===== config.mk =====
export PLATFORM = sky130hd
export DESIGN_NAME = pab_port
export DESIGN_NICKNAME = d
export VERILOG_FILES = /design/src/pkg/pab_pkg.sv /design/src/pab_port.sv
export SDC_FILE = /design/constraint.sdc
export NUM_CORES = 1
export LEC_CHECK = 0
export ABC_AREA = 1
export BUFFER_PORTS_ARGS = -buffer_cell sky130_fd_sc_hd__buf_4
export CAP_MARGIN = 20
export CORE_MARGIN = 2
export CORE_UTILIZATION = 25
export CTS_CLUSTER_SIZE = 30
export DETAILED_ROUTE_END_ITERATION = 12
export PLACE_DENSITY = 0.46
export SETUP_SLACK_MARGIN = 0.3
export SLEW_MARGIN = 10
export SYNTH_ARGS = -nofsm -noshare
export SYNTH_HDL_FRONTEND = slang
export SYNTH_SLANG_ARGS = --single-unit

===== constraint.sdc =====
create_clock -name clk_in -period 1.55 [get_ports clk_in]
set_input_delay 0.0775 -clock clk_in [delete_from_list [all_inputs] [get_ports clk_in]]
set_output_delay 0.0775 -clock clk_in [all_outputs]
set_load 0.01 [all_outputs]

===== src/pkg/pab_pkg.sv =====
// Constants for the eight-bit bidirectional port block.
// Assumes an AXI4-Lite register bus with 32-bit data.
package pab_pkg;
   localparam int PAB_WIDTH = 8;
   localparam int PAB_ADDR_W = 4;
   // Register byte addresses
   localparam logic [3:0] PAB_OFF_PIN = 4'h0;
   localparam logic [3:0] PAB_OFF_LAT = 4'h4;
   localparam logic [3:0] PAB_OFF_DIR = 4'h8;
   localparam logic [3:0] PAB_OFF_CFG = 4'hC;
   // Reset values
   localparam logic [7:0] PAB_LAT_RST = 8'h00;
   localparam logic [7:0] PAB_DIR_RST = 8'hFF;
   localparam logic [7:0] PAB_ANA_RST = 8'h33;
   localparam logic [7:0] PAB_CFG_RST = 8'h00;
   // Config register fields
   localparam int PAB_CFG_OSC_LSB = 0;
   localparam int PAB_CFG_FLT_SEL = 2;
   localparam int PAB_CFG_REF_EN = 3;
   localparam int PAB_CFG_SER_TX = 4;
   localparam int PAB_CFG_SER_RX = 5;
   // Pin indices
   localparam int PAB_BIT_REF = 2;
   localparam int PAB_BIT_SRX = 3;
   localparam int PAB_BIT_RST = 5;
   localparam int PAB_BIT_OSC2 = 6;
   localparam int PAB_BIT_OSC1 = 7;
   // AXI responses
   localparam logic [1:0] PAB_RESP_OKAY = 2'h0;
   localparam logic [1:0] PAB_RESP_SLVERR = 2'h2;
   // Oscillator modes
   typedef enum logic [1:0] {
      PAB_OSC_EXT_XTAL = 2'h0,
      PAB_OSC_RC_IO = 2'h1,
      PAB_OSC_INT_IO = 2'h3,
      PAB_OSC_EXT_CLK_IO = 2'h2
   } pab_osc_t;
endpackage


===== src/pab_port.sv =====
// Eight-bit bidirectional port with direction, latch and pin read.
// Assumes an AXI4-Lite master and pins resolved by the testbench.
`timescale 1ns/1ps
module pab_port
   import pab_pkg::*;
#(
   parameter int WIDTH = PAB_WIDTH
) (
   // Clock and reset
   input wire logic clk_in,
   input wire logic nrst_in,
   // AXI4-Lite write
   input wire logic [PAB_ADDR_W-1:0] s_axi_awaddr_in,
   input wire logic s_axi_awvalid_in,
   output logic s_axi_awready_out,
   input wire logic [31:0] s_axi_wdata_in,
   input wire logic [3:0] s_axi_wstrb_in,
   input wire logic s_axi_wvalid_in,
   output logic s_axi_wready_out,
   output logic [1:0] s_axi_bresp_out,
   output logic s_axi_bvalid_out,
   input wire logic s_axi_bready_in,
   // AXI4-Lite read
   input wire logic [PAB_ADDR_W-1:0] s_axi_araddr_in,
   input wire logic s_axi_arvalid_in,
   output logic s_axi_arready_out,
   output logic [31:0] s_axi_rdata_out,
   output logic [1:0] s_axi_rresp_out,
   output logic s_axi_rvalid_out,
   input wire logic s_axi_rready_in,
   // Pins
   input wire logic [WIDTH-1:0] pin_in,
   output logic [WIDTH-1:0] pin_out,
   output logic [WIDTH-1:0] pin_oe_out,
   // Shared functions
   input wire logic [1:0] osc_mode_in,
   input wire logic [WIDTH-1:0] analog_en_in,
   input wire logic ser_tx_in,
   input wire logic ser_tx_oe_in,
   output logic ser_rx_out,
   output logic pwm_fault_input_n_out,
   output logic master_reset_input_n_out
);

   // ********************************
   // Pin synchroniser
   // ********************************
   logic [WIDTH-1:0] sync1_q, sync2_q;
   always_ff @(posedge clk_in or negedge nrst_in) begin
      if (!nrst_in) begin
         sync1_q <= '0;
         sync2_q <= '0;
      end else begin
         sync1_q <= pin_in;
         sync2_q <= sync1_q;
      end
   end

   // ********************************
   // Pin ownership
   // ********************************
   logic [7:0] cfg_q, cfg_d;
   logic [WIDTH-1:0] lat_q, lat_d, dir_q, dir_d;
   logic [WIDTH-1:0] io_en, in_en, pin_read;
   logic [WIDTH-1:0] pin_d, oe_d;
   logic rx_d, flt_d, mrst_d;
   pab_osc_t osc;
   logic ref_on, tx_on, rx_on;

   always_comb begin
      osc = pab_osc_t'(osc_mode_in);
      ref_on = cfg_q[PAB_CFG_REF_EN];
      tx_on = cfg_q[PAB_CFG_SER_TX];
      rx_on = cfg_q[PAB_CFG_SER_RX];
      io_en = '1;
      // Bit six free in io modes; any external oscillator claims bit seven
      io_en[PAB_BIT_OSC2] = (osc != PAB_OSC_EXT_XTAL);
      io_en[PAB_BIT_OSC1] = (osc == PAB_OSC_INT_IO);
      if (ref_on) begin
         io_en[PAB_BIT_REF] = 1'b0;
      end
      in_en = io_en & ~analog_en_in;
      pin_read = sync2_q & in_en;
      // Direction one releases the driver, also in analog use
      oe_d = ~dir_q & io_en;
      oe_d[PAB_BIT_RST] = 1'b0;
      pin_d = lat_q & oe_d;
      // Serial takes its pins when enabled, except bit two while the reference is on
      if (tx_on) begin
         pin_d[PAB_BIT_REF] = ser_tx_in;
         oe_d[PAB_BIT_REF] = ser_tx_oe_in && !ref_on;
      end
      if (rx_on) begin
         oe_d[PAB_BIT_SRX] = 1'b0;
         pin_d[PAB_BIT_SRX] = 1'b0;
      end
      rx_d = rx_on ? sync2_q[PAB_BIT_SRX] : 1'b1;
      flt_d = cfg_q[PAB_CFG_FLT_SEL] ? sync2_q[PAB_BIT_OSC1]
                                     : sync2_q[PAB_BIT_RST];
      mrst_d = sync2_q[PAB_BIT_RST];
   end

   always_ff @(posedge clk_in or negedge nrst_in) begin
      if (!nrst_in) begin
         pin_out <= '0;
         pin_oe_out <= '0;
         ser_rx_out <= 1'b1;
         pwm_fault_input_n_out <= 1'b1;
         master_reset_input_n_out <= 1'b1;
      end else begin
         pin_out <= pin_d;
         pin_oe_out <= oe_d;
         ser_rx_out <= rx_d;
         pwm_fault_input_n_out <= flt_d;
         master_reset_input_n_out <= mrst_d;
      end
   end

   // ********************************
   // AXI4-Lite slave
   // ********************************
   logic aw_q, aw_d, w_q, w_d, bv_q, bv_d, rv_q, rv_d;
   logic [PAB_ADDR_W-1:0] awa_q, awa_d;
   logic [31:0] wd_q, wd_d, rd_q, rd_d;
   logic bad_w_q, bad_w_d;
   logic [1:0] rr_q, rr_d;
   // Write response held in a flop, so unmapped writes also report an error
   logic [1:0] br_q, br_d;
   logic do_wr;

   function automatic logic mapped(input logic [PAB_ADDR_W-1:0] a);
      mapped = (a == PAB_OFF_PIN) || (a == PAB_OFF_LAT) ||
               (a == PAB_OFF_DIR) || (a == PAB_OFF_CFG);
   endfunction

   always_comb begin
      aw_d = aw_q;
      w_d = w_q;
      awa_d = awa_q;
      wd_d = wd_q;
      bv_d = bv_q;
      rv_d = rv_q;
      rd_d = rd_q;
      rr_d = rr_q;
      bad_w_d = bad_w_q;
      br_d = br_q;
      lat_d = lat_q;
      dir_d = dir_q;
      cfg_d = cfg_q;
      do_wr = 1'b0;
      if (s_axi_awvalid_in && !aw_q && !bv_q) begin
         aw_d = 1'b1;
         awa_d = s_axi_awaddr_in;
      end
      if (s_axi_wvalid_in && !w_q && !bv_q) begin
         w_d = 1'b1;
         wd_d = s_axi_wdata_in;
         if (!s_axi_wstrb_in[0]) begin
            wd_d = {24'h000000, 8'h00};
         end
         bad_w_d = !s_axi_wstrb_in[0];
      end
      if (aw_q && w_q) begin
         do_wr = 1'b1;
         aw_d = 1'b0;
         w_d = 1'b0;
         bv_d = 1'b1;
         br_d = (mapped(awa_q) && !bad_w_q) ? PAB_RESP_OKAY : PAB_RESP_SLVERR;
         if (mapped(awa_q) && !bad_w_q) begin
            case (awa_q)
               PAB_OFF_PIN, PAB_OFF_LAT: begin
                  lat_d = wd_q[WIDTH-1:0];
               end
               PAB_OFF_DIR: begin
                  dir_d = wd_q[WIDTH-1:0];
               end
               PAB_OFF_CFG: begin
                  cfg_d = wd_q[7:0];
               end
               default: begin
                  cfg_d = cfg_q;
               end
            endcase
         end
      end
      if (bv_q && s_axi_bready_in) begin
         bv_d = 1'b0;
      end
      if (rv_q && s_axi_rready_in) begin
         rv_d = 1'b0;
      end else if (s_axi_arvalid_in && !rv_q) begin
         rv_d = 1'b1;
         rr_d = mapped(s_axi_araddr_in) ? PAB_RESP_OKAY : PAB_RESP_SLVERR;
         case (s_axi_araddr_in)
            PAB_OFF_PIN: rd_d = {24'h000000, pin_read};
            PAB_OFF_LAT: rd_d = {24'h000000, lat_q & io_en};
            PAB_OFF_DIR: rd_d = {24'h000000, dir_q & io_en};
            PAB_OFF_CFG: rd_d = {24'h000000, cfg_q};
            default: rd_d = 32'h00000000;
         endcase
      end
   end

   always_ff @(posedge clk_in or negedge nrst_in) begin
      if (!nrst_in) begin
         aw_q <= 1'b0;
         w_q <= 1'b0;
         bv_q <= 1'b0;
         rv_q <= 1'b0;
         awa_q <= '0;
         wd_q <= '0;
         rd_q <= '0;
         rr_q <= PAB_RESP_OKAY;
         br_q <= PAB_RESP_OKAY;
         bad_w_q <= 1'b0;
         lat_q <= PAB_LAT_RST;
         dir_q <= PAB_DIR_RST;
         cfg_q <= PAB_CFG_RST;
      end else begin
         aw_q <= aw_d;
         w_q <= w_d;
         bv_q <= bv_d;
         rv_q <= rv_d;
         awa_q <= awa_d;
         wd_q <= wd_d;
         rd_q <= rd_d;
         rr_q <= rr_d;
         br_q <= br_d;
         bad_w_q <= bad_w_d;
         lat_q <= lat_d;
         dir_q <= dir_d;
         cfg_q <= cfg_d;
      end
   end

   // Ready only while the slot is empty, so outputs stay registered
   always_ff @(posedge clk_in or negedge nrst_in) begin
      if (!nrst_in) begin
         s_axi_awready_out <= 1'b0;
         s_axi_wready_out <= 1'b0;
         s_axi_arready_out <= 1'b0;
      end else begin
         s_axi_awready_out <= !aw_d && !bv_d && !(s_axi_awvalid_in && !aw_q && !bv_q);
         s_axi_wready_out <= !w_d && !bv_d && !(s_axi_wvalid_in && !w_q && !bv_q);
         s_axi_arready_out <= !rv_d;
      end
   end
   assign s_axi_bvalid_out = bv_q;
   assign s_axi_bresp_out = br_q;
   assign s_axi_rvalid_out = rv_q;
   assign s_axi_rdata_out = rd_q;
   assign s_axi_rresp_out = rr_q;

   // ********************************
   // Checks
   // ********************************
   a_input_released: assert property (@(posedge clk_in) disable iff (!nrst_in)
      (dir_q == PAB_DIR_RST && !tx_on) |=> (pin_oe_out == '0))
      else $error("pin driven while all directions are input");
   a_output_drives_latch: assert property (@(posedge clk_in) disable iff (!nrst_in)
      (!dir_q[0] && !ref_on) |=> (pin_oe_out[0] && pin_out[0] == $past(lat_q[0])))
      else $error("output pin does not follow latch");
   a_reset_input_only: assert property (@(posedge clk_in) disable iff (!nrst_in)
      !pin_oe_out[PAB_BIT_RST])
      else $error("reset pin driven");
   a_analog_reads_zero: assert property (@(posedge clk_in) disable iff (!nrst_in)
      |(pin_read & analog_en_in) == 1'b0)
      else $error("analog pin visible in read");
   a_xtal_top_zero: assert property (@(posedge clk_in) disable iff (!nrst_in)
      (osc == PAB_OSC_EXT_XTAL) |=> !pin_oe_out[PAB_BIT_OSC1] && !pin_oe_out[PAB_BIT_OSC2])
      else $error("oscillator pins driven");
   a_osc1_claimed: assert property (@(posedge clk_in) disable iff (!nrst_in)
      (osc != PAB_OSC_INT_IO) |=> !pin_oe_out[PAB_BIT_OSC1])
      else $error("bit seven driven while oscillator owns it");
   a_ref_blocks_bit2: assert property (@(posedge clk_in) disable iff (!nrst_in)
      ref_on |=> !pin_oe_out[PAB_BIT_REF])
      else $error("reference pin driven");
   a_fault_select: assert property (@(posedge clk_in) disable iff (!nrst_in)
      cfg_q[PAB_CFG_FLT_SEL] ##1 cfg_q[PAB_CFG_FLT_SEL]
      |-> pwm_fault_input_n_out == $past(sync2_q[PAB_BIT_OSC1]))
      else $error("fault input from wrong pin");
   a_pin_sync_two: assert property (@(posedge clk_in) disable iff (!nrst_in)
      $past(sync1_q) == sync2_q)
      else $error("pin read skips synchroniser");
endmodule


==> Word-level counts from Yosys, hierarchy flattened <==
Index checks and enable logic that the tools add are counted.
{ "totals": {"out_inout_bits": 60, "wordCells": 99, "latch_bits": 0, "register_bits": 114, "ram_bits": 0, "mem_bits_ro": 0, "in_bits": 71, "mem_count": 0} }
{ "classes": {"mul": 0, "addsub": 0, "n_bitwise": 9, "muxes": 19, "n_shift": 0, "div_mod_pow": 0, "n_eq_ne": 7, "reduce_logical": 41, "magnitude_cmp": 0} }
{ "op_table": {"columns": ["operator", "n"], "rows": [
  ["8-bit AND", 6],
  ["8-bit one-hot mux with 4 select lines", 1],
  ["4-bit equality test (second input constant)", 4],
  ["8-bit inverter", 2],
  ["1-bit two-way mux", 15],
  ["1-bit logical AND", 14],
  ["1-bit logical NOT", 13],
  ["3-bit AND reduction", 3],
  ["4-bit by 3-bit equality test with 1-bit output (second input constant)", 2],
  ["4-bit logical NOT", 2],
  ["8-bit two-way mux", 1],
  ["1-bit logical OR", 6],
  ["2-bit two-way mux", 2],
  ["2-bit equality test (second input constant)", 1],
  ["2-bit AND reduction", 1],
  ["2-bit nonzero test", 1],
  ["2-bit OR reduction", 1],
  ["1-bit inverter", 1]
]} }

==> Longest topological paths before layout <==
Gate-level depths: netlist of the first run.
{ "depth": {"word_depth": 8, "mapped_depth": 7, "depth_no_buf": 6} }

==> Least setup slack after synthesis of the first run <==
Ideal clock, no wire load.
{ "synth_timing": {"path_kind": "register -> register", "startpoint": "register bv_q, in the netlist s_axi_bvalid_out", "endpoint": "register s_axi_awready_out", "t_required_ns": 1.426, "synth_period_minus_slack_ns": 1.251, "t_arrival_ns": 1.128, "path_slack_ns": 0.299, "path_stages_with_launch": 5, "path_buffers": 0, "setup_time_ns": 0.124, "path_cell_list": "dfrtp_1 > nor3_1 > inv_1 > nand2_1 > nor2_1"} }
{ "synth_via": {"elab_chain_cells": 7, "elab_cells_between_ends": 12, "cone_classes": "mux: 4; reduce/logical: 8"} }
{ "synth_lines": {"columns": ["item", "line", "text"], "rows": [
  ["start: declaration", "pab_port.sv:122", "logic aw_q, aw_d, w_q, w_d, bv_q, bv_d, rv_q, rv_d;"],
  ["start signal: assignment", "pab_port.sv:222", "bv_q <= bv_d;"],
  ["1-bit logical NOT", "pab_port.sv:151", "if (s_axi_awvalid_in && !aw_q && !bv_q) begin"],
  ["1-bit logical AND", "pab_port.sv:151", null],
  ["1-bit two-way mux", "pab_port.sv:151", null],
  ["1-bit two-way mux", "pab_port.sv:163", "if (aw_q && w_q) begin"],
  ["net aw_d", "pab_port.sv:122", null],
  ["1-bit logical NOT", "pab_port.sv:243", "s_axi_awready_out <= !aw_d && !bv_d && !(s_axi_awvalid_in && !aw_q && !bv_q);"],
  ["1-bit logical AND (2 in a row)", "pab_port.sv:243", null],
  ["end signal: assignment", "pab_port.sv:243", null],
  ["end: declaration", "pab_port.sv:15", "output logic s_axi_awready_out,"]
]} }
The timed path passes the listed nets, and every way through them passes these cells.
A chain may end at the register's enable or synchronous reset.

==> Worst setup path in the final report of the first run <==
{ "layout_timing": {"startpoint": "register awa_q[1]", "endpoint": "register cfg_q[6]"} }
{ "layout_via": {"elab_chain_cells": 6, "elab_cells_between_ends": 9, "cone_classes": "eq/ne: 3; reduce/logical: 6"} }
{ "layout_lines": {"columns": ["item", "line", "text"], "rows": [
  ["start: declaration", "pab_port.sv:123", "logic [PAB_ADDR_W-1:0] awa_q, awa_d;"],
  ["start signal: assignment", "pab_port.sv:224", "awa_q <= awa_d;"],
  ["4-bit by 3-bit equality test with 1-bit output or 4-bit logical NOT (tied branches)", "pab_port.sv:132", "mapped = (a == PAB_OFF_PIN) || (a == PAB_OFF_LAT) ||"],
  ["1-bit logical OR (2 in a row)", "pab_port.sv:132", null],
  ["1-bit logical OR", "pab_port.sv:133", "(a == PAB_OFF_DIR) || (a == PAB_OFF_CFG);"],
  ["1-bit logical AND", "pab_port.sv:169", "if (mapped(awa_q) && !bad_w_q) begin"],
  ["3-bit AND reduction (no source line) *", null, null],
  ["end signal: assignment", "pab_port.sv:232", "cfg_q <= cfg_d;"],
  ["end: declaration", "pab_port.sv:62", "logic [7:0] cfg_q, cfg_d;"]
]} }
Mark *: on every way between the ends. The rest lies on a longest branch, timed or not.

==> results of run 1 <==
-- final cells by class --
class                   instances  area [um^2]  area share
clock buffers                  13          250      0.0497
clock inverters                 3         42.5     0.00846
inverters                      42          158      0.0313
multi-input cells             235         1220       0.243
flip-flops and latches         87         2190       0.435
well taps                     180          225      0.0448
repair buffers                112          941       0.187
-- per-layer routing --
metal	wire, um	share of wire	GRT usage
met5	0	0	0
met4	127	0.015	0.0421
met3	458	0.055	0.0398
met2	4160	0.49	0.181
met1	3660	0.44	0.141
-- cell usage after synthesis, drive strengths merged --
cell type  count  area, um^2
nand2         84         328
dfrtp         76        1900
inv           42         158
o21ai         41         262
nand3         34         183
buf           33         254
nor2          32         133
dfstp         11         289
a21oi          8        40.0
nor3b          3        22.5
nor3           2        21.3
a22o           1        8.76
clkbuf         1        3.75
conb           1        3.75
-- cells by family (layout without fill, tap and decap cells) --
group	count (synthesis)	after routing	share of synthesized area
other cells	1	28	0.00104
compound gates	50	50	0.0860
flops	87	87	0.607
simple gates	155	157	0.190
buf+inv	76	170	0.115
-- stage by stage --
stage,setup slack (ns),std cells
5_1_grt,0.152,672
4_1_cts,0.240,668
3_3_place_gp,0.154,626
6_report,0.241,672
3_5_place_dp,0.135,626
2_1_floorplan,0.299,396
-- how the worst min path moves through the flow --
stage | start | to | slack [ns]
floorplan | nrst_in | aw_q | -0.22
finish | osc_mode_in[0] | pin_oe_out[6] | 0.03
CTS | osc_mode_in[1] | pin_oe_out[7] | 0.01
detailed placement | nrst_in | sync2_q[5] | 0.08
global placement | nrst_in | sync2_q[5] | 0.08
global route | osc_mode_in[1] | pin_oe_out[7] | 0.03
-- power by group through the flow --
stage	registers [W]	clock network, W	logic, W
after global placement	0.00350	0	0.00171
final	0.00350	0.00214	0.00199
after floorplan	0.00348	0	0.000953
after CTS	0.00347	0.00223	0.00182
after detailed placement	0.00351	0	0.00175
after global routing	0.00359	0.00232	0.00225
-- state kept, by name (all words and copies together), names as in the netlist, 4 cells and up --
name,cells
pin_out,7
sync2_q,8
sync1_q,8
pin_oe_out,7
s_axi_rdata_out,8
awa_q,4
lat_q,8
cfg_q,8
dir_q,8
wd_q,8
-- worst max-delay path, cell delays in order, from the launching register on --
cell and delay [ns]:
dfrtp_1 0.38, nor2_1 0.12, nand2_1 0.09, nor2_4 0.20
nand3_4 0.10, buf_12 0.16, nand2_1 0.08, o21ai_2 0.05
-- repair_timing --
item | 4_1_cts | 5_1_grt
cloned | 0 | 2
hold buffers | 25 | 0
endpoints found under the hold margin | 53 | 0
setup endpoints to repair | 25 | 32
pin swaps | 1 | 2
resized for setup | 2 | 30
setup buffers | 1 | 2
==> flow_metrics.env, run 1 <==
export IMPL_crit_arrival_ns=1.54
export IMPL_crit_fanout=16
export IMPL_final_core_util=0.360
export IMPL_start_util=0.258
export IMPL_tns_ns=0
export IMPL_die_y_um=124
export IMPL_synth_cell_area_mm2=0.00361
export IMPL_via_count=2727
export IMPL_detail_route_antenna_nets=0
export IMPL_finalPower_w=0.00764
export IMPL_cts_root_buf="clkbuf_16"
export IMPL_numCtsBuffers=9
export IMPL_die_x_um=124
export IMPL_area_growth_pct=39.5
export IMPL_fin_crit_ns=1.31
export IMPL_dr_first_iter_drc_count=98
export IMPL_placed_area_mm2=0.00432
export IMPL_clk_latency_ns=0.34
export IMPL_fin_crit_sh=0.844
export IMPL_mostFrequentLayoutCell="buf_4"
export IMPL_reg2reg_from="awa_q[1]"
export IMPL_drv_slew=0
export IMPL_startpoint="awa_q[1]"
export IMPL_grt_start_max_net_pins=39
export IMPL_ys_warn_count=0
export IMPL_grt_pass1_wl_um=12900
export IMPL_grt_use_total=0.113
export IMPL_h_tree_depth=3
export IMPL_syn_avg_cell_area_um2=9.78
export IMPL_fillers=1466
export IMPL_slew_headroom=0.664
export IMPL_hold_class="primary input to register"
export IMPL_finalSetupViolCount=0
export IMPL_p_leak_nw=2.44
export IMPL_core_area_mm2=0.0140
export IMPL_critPathRequiredTime_ns=1.78
export IMPL_cap_violations=0
export IMPL_timing_reg2reg_setup_slack_ns=0.24
export IMPL_p_sw_w=0.00244
export IMPL_vias_per_cell=4.06
export IMPL_design_die_area_mm2=0.0154
export IMPL_port_buffers=75
export IMPL_antenna_found_initial=0
export IMPL_power_frac_comb=0.260
export IMPL_reg2regPathDepth=7
export IMPL_outcome="complete, no violations"
export IMPL_grt_overflow=0
export IMPL_synth_cells=369
export IMPL_hold_ws_ns=0.0302
export IMPL_ir_worst_vdd_v=0.000770
export IMPL_io_pins=131
export IMPL_p_seq_frac=0.459
export IMPL_remaining_drc_errors=0
export IMPL_cts_sinks=87
export IMPL_finalHoldViolCount=0
export IMPL_p_int_w=0.00519
export IMPL_skew_ns=0.00580
export IMPL_synth_seq_cells=87
export IMPL_cp_endpoint="cfg_q[6]"
export IMPL_rsz0062_at_grt="true"
export IMPL_synthDistinctLibCells=24
export IMPL_drt_total_wl_um=8400
export IMPL_design_area_mm2=0.00503
export IMPL_wire_per_inst_um=12.5
export IMPL_gp_congestion=0.756
export IMPL_drive_above_1_share=0.309
export IMPL_pwr_share_clk=0.281
export IMPL_core_rowCount=43
export IMPL_dp_final_hpwl_um=5960
export IMPL_r2r_end="cfg_q[6]"
export IMPL_clock_path_buffers=2
export IMPL_min_path_cells=3
export IMPL_worst_pin_slew_ns=0.505
export IMPL_switching_share=0.320
export IMPL_endpoint_kind="register"
export IMPL_crit_type="register to register"
export IMPL_cts_tree="done"
export IMPL_diodes=0
export IMPL_final_cell_mix="84 x buf_4, 76 x dfrtp_1, 74 x nand2_1"
export IMPL_start_kind="register"
export IMPL_max_freq_mhz=764
export IMPL_grt_pass1_vias=2643
export IMPL_yosysSeqAreaShare=0.607
export IMPL_dr_pass1_iters=4
export IMPL_fin_nets=558
export IMPL_clk_pin_slew_worst_paths_ns=0.06
export IMPL_power_density_mw_per_mm2=1520
Power figures use the tool's default switching activity.
==> run 2, diff against run 1 <==
Clock period 1.55 ns to 1.25 ns, I/O delays scaled along.
==> run 2 against run 1 <==
- die area unchanged
- combinational power up 50%
- non-clock buffer count is 23 higher
- fmax rose by 5.5%
- via count rose by 3.4%
- power rose by 34%
- worst hold slack got worse by 0.0062 ns
- global-route usage increased by 0.55 points
- clock-buffer cell count is 1 lower
==> flow_metrics.env, run 2 (synthesized netlist as in run 1, its figures left out) <==
export IMPL_outcome="complete, no violations"
export IMPL_critPathRequiredTime_ns=1.47
export IMPL_switching_share=0.312
export IMPL_io_pins=131
export IMPL_clk_pin_slew_worst_paths_ns=0.06
export IMPL_crit_arrival_ns=1.46
export IMPL_max_freq_mhz=806
export IMPL_core_rowCount=43
export IMPL_cpMaxStageDelayCell="dfrtp_1"
export IMPL_p_int_w=0.00703
export IMPL_fin_crit_sh=0.992
export IMPL_start_util=0.258
export IMPL_grt_use_total=0.119
export IMPL_final_cell_mix="83 x buf_4, 72 x dfrtp_1, 55 x nand2_1"
export IMPL_placed_cells=632
export IMPL_crit_fanout=8
export IMPL_final_core_util=0.393
export IMPL_crit_family="simple AND/OR/NAND/NOR gates"
export IMPL_area_growth_pct=52.2
export IMPL_mostFrequentLayoutCell="buf_4"
export IMPL_skew_ns=0.00770
export IMPL_die_y_um=124
export IMPL_vias_per_cell=4.06
export IMPL_drv_slew=0
export IMPL_grt_pass1_vias=2793
export IMPL_design_die_area_mm2=0.0154
export IMPL_worstHoldEndpoint="pin_oe_out[7]"
export IMPL_detail_route_antenna_nets=0
export IMPL_dp_final_hpwl_um=6060
export IMPL_grt_start_max_net_pins=30
export IMPL_crit_type="register to register"
export IMPL_finalSetupViolCount=0
export IMPL_endpoint_kind="register"
export IMPL_worstHoldStart="osc_mode_in[1]"
export IMPL_fin_crit_ns=1.24
export IMPL_p_seq_frac=0.430
export IMPL_path_buf_inv=1
export IMPL_power_frac_comb=0.293
export IMPL_rsz0062_at_grt="true"
export IMPL_max_stage_delay_ns=0.45
export IMPL_antenna_found_initial=0
export IMPL_r2r_end="cfg_q[5]"
export IMPL_cts_tree="done"
export IMPL_finalHoldViolCount=0
export IMPL_grt_overflow=0
export IMPL_crit_chain="nand2_2 -> nor2_4 -> buf_12 -> nand3_4 -> nand2_1 -> o21ai_2"
export IMPL_drive_above_1_share=0.414
export IMPL_clock_path_buffers=2
export IMPL_port_buffers=75
export IMPL_startpoint="w_q"
export IMPL_clk_latency_ns=0.34
export IMPL_start_kind="register"
export IMPL_p_sw_w=0.00318
export IMPL_core_area_mm2=0.0140
export IMPL_dr_pass1_iters=4
export IMPL_h_tree_depth=3
export IMPL_drt_total_wl_um=8540
export IMPL_wire_per_inst_um=12.3
export IMPL_grt_pass1_wl_um=13700
export IMPL_numCtsBuffers=9
export IMPL_fin_nets=581
export IMPL_min_path_cells=3
export IMPL_reg2reg_from="w_q"
export IMPL_hold_class="primary input to register"
export IMPL_pwr_share_clk=0.277
export IMPL_die_x_um=124
export IMPL_ir_worst_vdd_v=0.000870
export IMPL_power_density_mw_per_mm2=1860
export IMPL_diodes=0
export IMPL_cts_sinks=87
export IMPL_cts_root_buf="clkbuf_16"
export IMPL_cap_violations=0
export IMPL_final_cells=695
export IMPL_reg2regPathDepth=6
export IMPL_remaining_drc_errors=0
export IMPL_gp_congestion=0.831
export IMPL_dr_first_iter_drc_count=135
export IMPL_p_leak_nw=2.66
export IMPL_timing_reg2reg_setup_slack_ns=0.01
export IMPL_hold_ws_ns=0.0240
export IMPL_via_count=2820
[run 2: cell count changes in the layout (fill, tap and decap cells not counted), sizes merged]
cell | previous run | this run
nand3 | 34 | 35
nand2 | 85 | 84
buf | 87 | 109
clkbuf | 13 | 12
dlygate4sd3 | 25 | 26
clkinvlp | 1 | 0
bufinv | 1 | 2
inv | 42 | 41
clkinv | 1 | 3
[run 2: metal layers]
layer,up-vias,wire length (um),global-route usage,part of all wire
met1,1339,3780,0.146,0.44
met4,0,138,0.0548,0.016
met3,9,380,0.0288,0.044
li1,1398,-,-,-
met2,74,4240,0.197,0.50
met5,-,0,0,0
[run 2: what timing repair did]
item / CTS / global route
setup buffers: 6 / 13
setup endpoints to repair: 57 / 70
hold buffers: 26 / 0
cloned: 2 / 0
gates resized for setup: 66 / 33
pin swaps: 22 / 14
endpoints found under the hold margin: 55 / 0
[run 2: layout make-up]
| type | instances | area, um^2 |
|---|---|---|
| fillers | 1387 | 8500 |
| flip-flops and latches | 87 | 2200 |
| multi-input cells | 235 | 1360 |
| repair buffers | 135 | 1230 |
| clock buffers | 12 | 246 |
| well taps | 180 | 225 |
| inverters | 42 | 170 |
| clock inverters | 4 | 70.1 |
[run 2: how the worst max path moves through the flow]
stage / slack [ns] / endpoint / cells after the start
after floorplan: 0.05 / cfg_q[6] / 6
after global placement: -0.01 / cfg_q[5] / 6
after detailed placement: -0.04 / cfg_q[1] / 6
after CTS: -0.02 / cfg_q[5] / 7
after global routing: -0.11 / cfg_q[4] / 7
final: 0.01 / cfg_q[5] / 6
[run 2: worst reg2reg max path: stages, from the launching register on]
cell and delay, ns:
dfrtp_1 0.45, nand2_2 0.09, nor2_4 0.17, buf_12 0.14, nand3_4 0.12, nand2_1 0.11, o21ai_2 0.05
[run 2: power groups by stage]
stage	clock [W]	combinational [W]	sequential, W
after floorplan	0	0.00124	0.00434
after global placement	0	0.00228	0.00434
after detailed placement	0	0.00231	0.00436
after CTS	0.00292	0.00273	0.00441
after global routing	0.00304	0.00334	0.00451
final	0.00283	0.00299	0.00439
[run 2: per-stage QoR]
step                      setup slack, ns  setup TNS, ns  area, um^2  total power, W
after floorplan                    0.0491              0        3740         0.00558
after global placement            -0.0110        -0.0758        4440         0.00662
after detailed placement          -0.0374         -0.218        4440         0.00668
after CTS                         -0.0166         -0.110        5270          0.0101
after global routing               -0.111          -1.84        5490          0.0109
final                             0.00986              0        5490          0.0102
==> run 3, diff against run 2 <==
--- a/config.mk
+++ b/config.mk
@@ -9,5 +9,4 @@
 export BUFFER_PORTS_ARGS = -buffer_cell sky130_fd_sc_hd__buf_4
 export CAP_MARGIN = 20
-export CORE_MARGIN = 2
 export CORE_UTILIZATION = 25
 export CTS_CLUSTER_SIZE = 30
==> constraint.sdc (replaced) <==
create_clock -name clk_in -period 1.25 [get_ports clk_in]
set_input_delay 0.125 -clock clk_in [delete_from_list [all_inputs] [get_ports clk_in]]
set_output_delay 0.125 -clock clk_in [all_outputs]
set_load 0.01 [all_outputs]
==> run 3 against run 2 <==
- the flow now finishes with violations (negative setup slack)
- die area down 3.2%
- worst setup slack worse by 0.015 ns
- combinational power is 3% higher
- first-iteration DRC count shrank 3.7%
- register-to-register slack worse by 0.02 ns
- final area shrank 2.0%
==> flow_metrics.env, run 3 (synthesized netlist as in run 1, its figures left out) <==
export IMPL_fillers=1417
export IMPL_grt_start_max_net_pins=29
export IMPL_multi_input_area_mm2=0.00132
export IMPL_core_rowCount=43
export IMPL_final_cell_mix="72 x dfrtp_1, 62 x nand2_1, 62 x buf_4"
export IMPL_finalHoldViolCount=0
export IMPL_area_growth_pct=49.3
export IMPL_fin_crit_ns=1.26
export IMPL_vias_per_cell=4.04
export IMPL_antenna_found_initial=0
export IMPL_outcome="complete, but fails checks"
export IMPL_port_buffers=75
export IMPL_highest_layer="met4"
export IMPL_wl_met3_um=348
export IMPL_finalSetupViolCount=2
export IMPL_drive_above_1_share=0.402
export IMPL_cts_tree="done"
export IMPL_grt_overflow=0
export IMPL_wire_per_inst_um=12.1
export IMPL_critPathRequiredTime_ns=1.47
export IMPL_wl_met1_um=3720
export IMPL_cts_root_buf="clkbuf_16"
export IMPL_die_y_um=122
export IMPL_cap_violations=0
export IMPL_io_pins=131
export IMPL_gp_congestion=0.793
export IMPL_crit_fanout=8
export IMPL_violations="negative setup slack"
export IMPL_design_die_area_mm2=0.0149
export IMPL_cts_sinks=87
export IMPL_hold_class="primary input to register"
export IMPL_grt_use_total=0.121
export IMPL_drv_slew=0
export IMPL_grt_pass1_vias=2772
export IMPL_detail_route_antenna_nets=0
export IMPL_remaining_drc_errors=0
export IMPL_mostFrequentLayoutCell="dfrtp_1"
export IMPL_finalPower_w=0.00993
export IMPL_clock_path_buffers=2
export IMPL_h_tree_depth=3
export IMPL_ir_worst_vdd_v=0.00117
export IMPL_die_x_um=122
export IMPL_seqCellArea_mm2=0.00220
export IMPL_power_density_mw_per_mm2=1840
export IMPL_endpoint_kind="register"
export IMPL_fin_nets=574
export IMPL_skew_ns=0.00343
export IMPL_via_count=2782
export IMPL_crit_type="register to register"
export IMPL_numCtsBuffers=9
export IMPL_dr_first_iter_drc_count=130
export IMPL_wl_met2_um=4130
export IMPL_clk_latency_ns=0.34
export IMPL_grt_pass1_wl_um=13500
export IMPL_dp_final_hpwl_um=5880
export IMPL_drt_total_wl_um=8330
export IMPL_fin_ws_ns=-0.00543
export IMPL_max_freq_mhz=797
export IMPL_hold_ws_ns=0.00766
export IMPL_fin_crit_sh=1.00
export IMPL_dr_pass1_iters=4
export IMPL_diodes=0
export IMPL_start_kind="register"
export IMPL_start_util=0.258
export IMPL_crit_arrival_ns=1.48
export IMPL_p_leak_nw=2.56
export IMPL_rsz0062_at_grt="true"
export IMPL_core_area_mm2=0.0140
export IMPL_clk_pin_slew_worst_paths_ns=0.06
-- run 3: final timing paths --
path | from | to | slack, ns | depth (start not counted)
hold reg to reg | sync1_q[3] | sync2_q[3] | 0.35 | 0
hold / removal | s_axi_wdata_in[7] | wd_q[7] | 0.008 | 3
max in group asynchronous | nrst_in | dir_q[0] | 0.46 | 3
setup reg to reg | awa_q[1] | cfg_q[3] | -0.005 | 7
setup / recovery | awa_q[1] | cfg_q[3] | -0.005 | 7
min in group asynchronous | nrst_in | sync1_q[7] | 0.20 | 2
-- run 3: final cells by class --
| type | instances | area share |
|---|---|---|
| clock buffers | 15 | 0.0479 |
| flip-flops and latches | 87 | 0.408 |
| inverters | 42 | 0.0297 |
| well taps | 180 | 0.0418 |
| clock inverters | 1 | 0.000930 |
| repair buffers | 128 | 0.226 |
| multi-input cells | 235 | 0.245 |
-- run 3: repair_timing --
| item | 4_1_cts | 5_1_grt |
|---|---|---|
| endpoints found under the hold margin | 94 | 1 |
| gates cloned | 3 | 0 |
| setup buffers | 9 | 8 |
| hold buffers | 19 | 1 |
| pin swaps | 25 | 17 |
| resized for setup | 91 | 24 |
| endpoints found under the setup margin | 81 | 85 |
-- run 3: report_power, final --
group / switching [W] / internal, W
Sequential: 0.000683 / 0.00374
Combinational: 0.00149 / 0.00159
Clock: 0.00102 / 0.00140
-- run 3: per-stage QoR --
| step | cells | util | TNS, ns | worst slack [ns] | instance area (um^2) |
|---|---|---|---|---|---|
| finish | 688 | 0.385 | -0.0105 | -0.00543 | 5380 |
| global route | 688 | 0.385 | -1.42 | -0.101 | 5380 |
| CTS | 679 | 0.374 | -0.300 | -0.0398 | 5230 |
| detailed placement | 632 | 0.316 | -0.186 | -0.0265 | 4430 |
| global placement | 632 | 0.316 | -0.0827 | -0.0119 | 4430 |
| floorplan | 396 | - | 0 | 0.0491 | 3740 |
-- run 3: worst max-delay path: stages (launching register included) --
cell and delay, ns:
dfrtp_1 0.37, nor2_1 0.11, nand2_1 0.09, nor2_4 0.16
buf_6 0.12, nand3_4 0.12, nand2_1 0.11, o21ai_2 0.05
-- run 3: per-layer routing --
metal | GRT usage | up-vias
met5 | 0 | -
li1 | - | 1386
met2 | 0.194 | 66
met1 | 0.154 | 1320
met4 | 0.0457 | 0
met3 | 0.0337 | 10
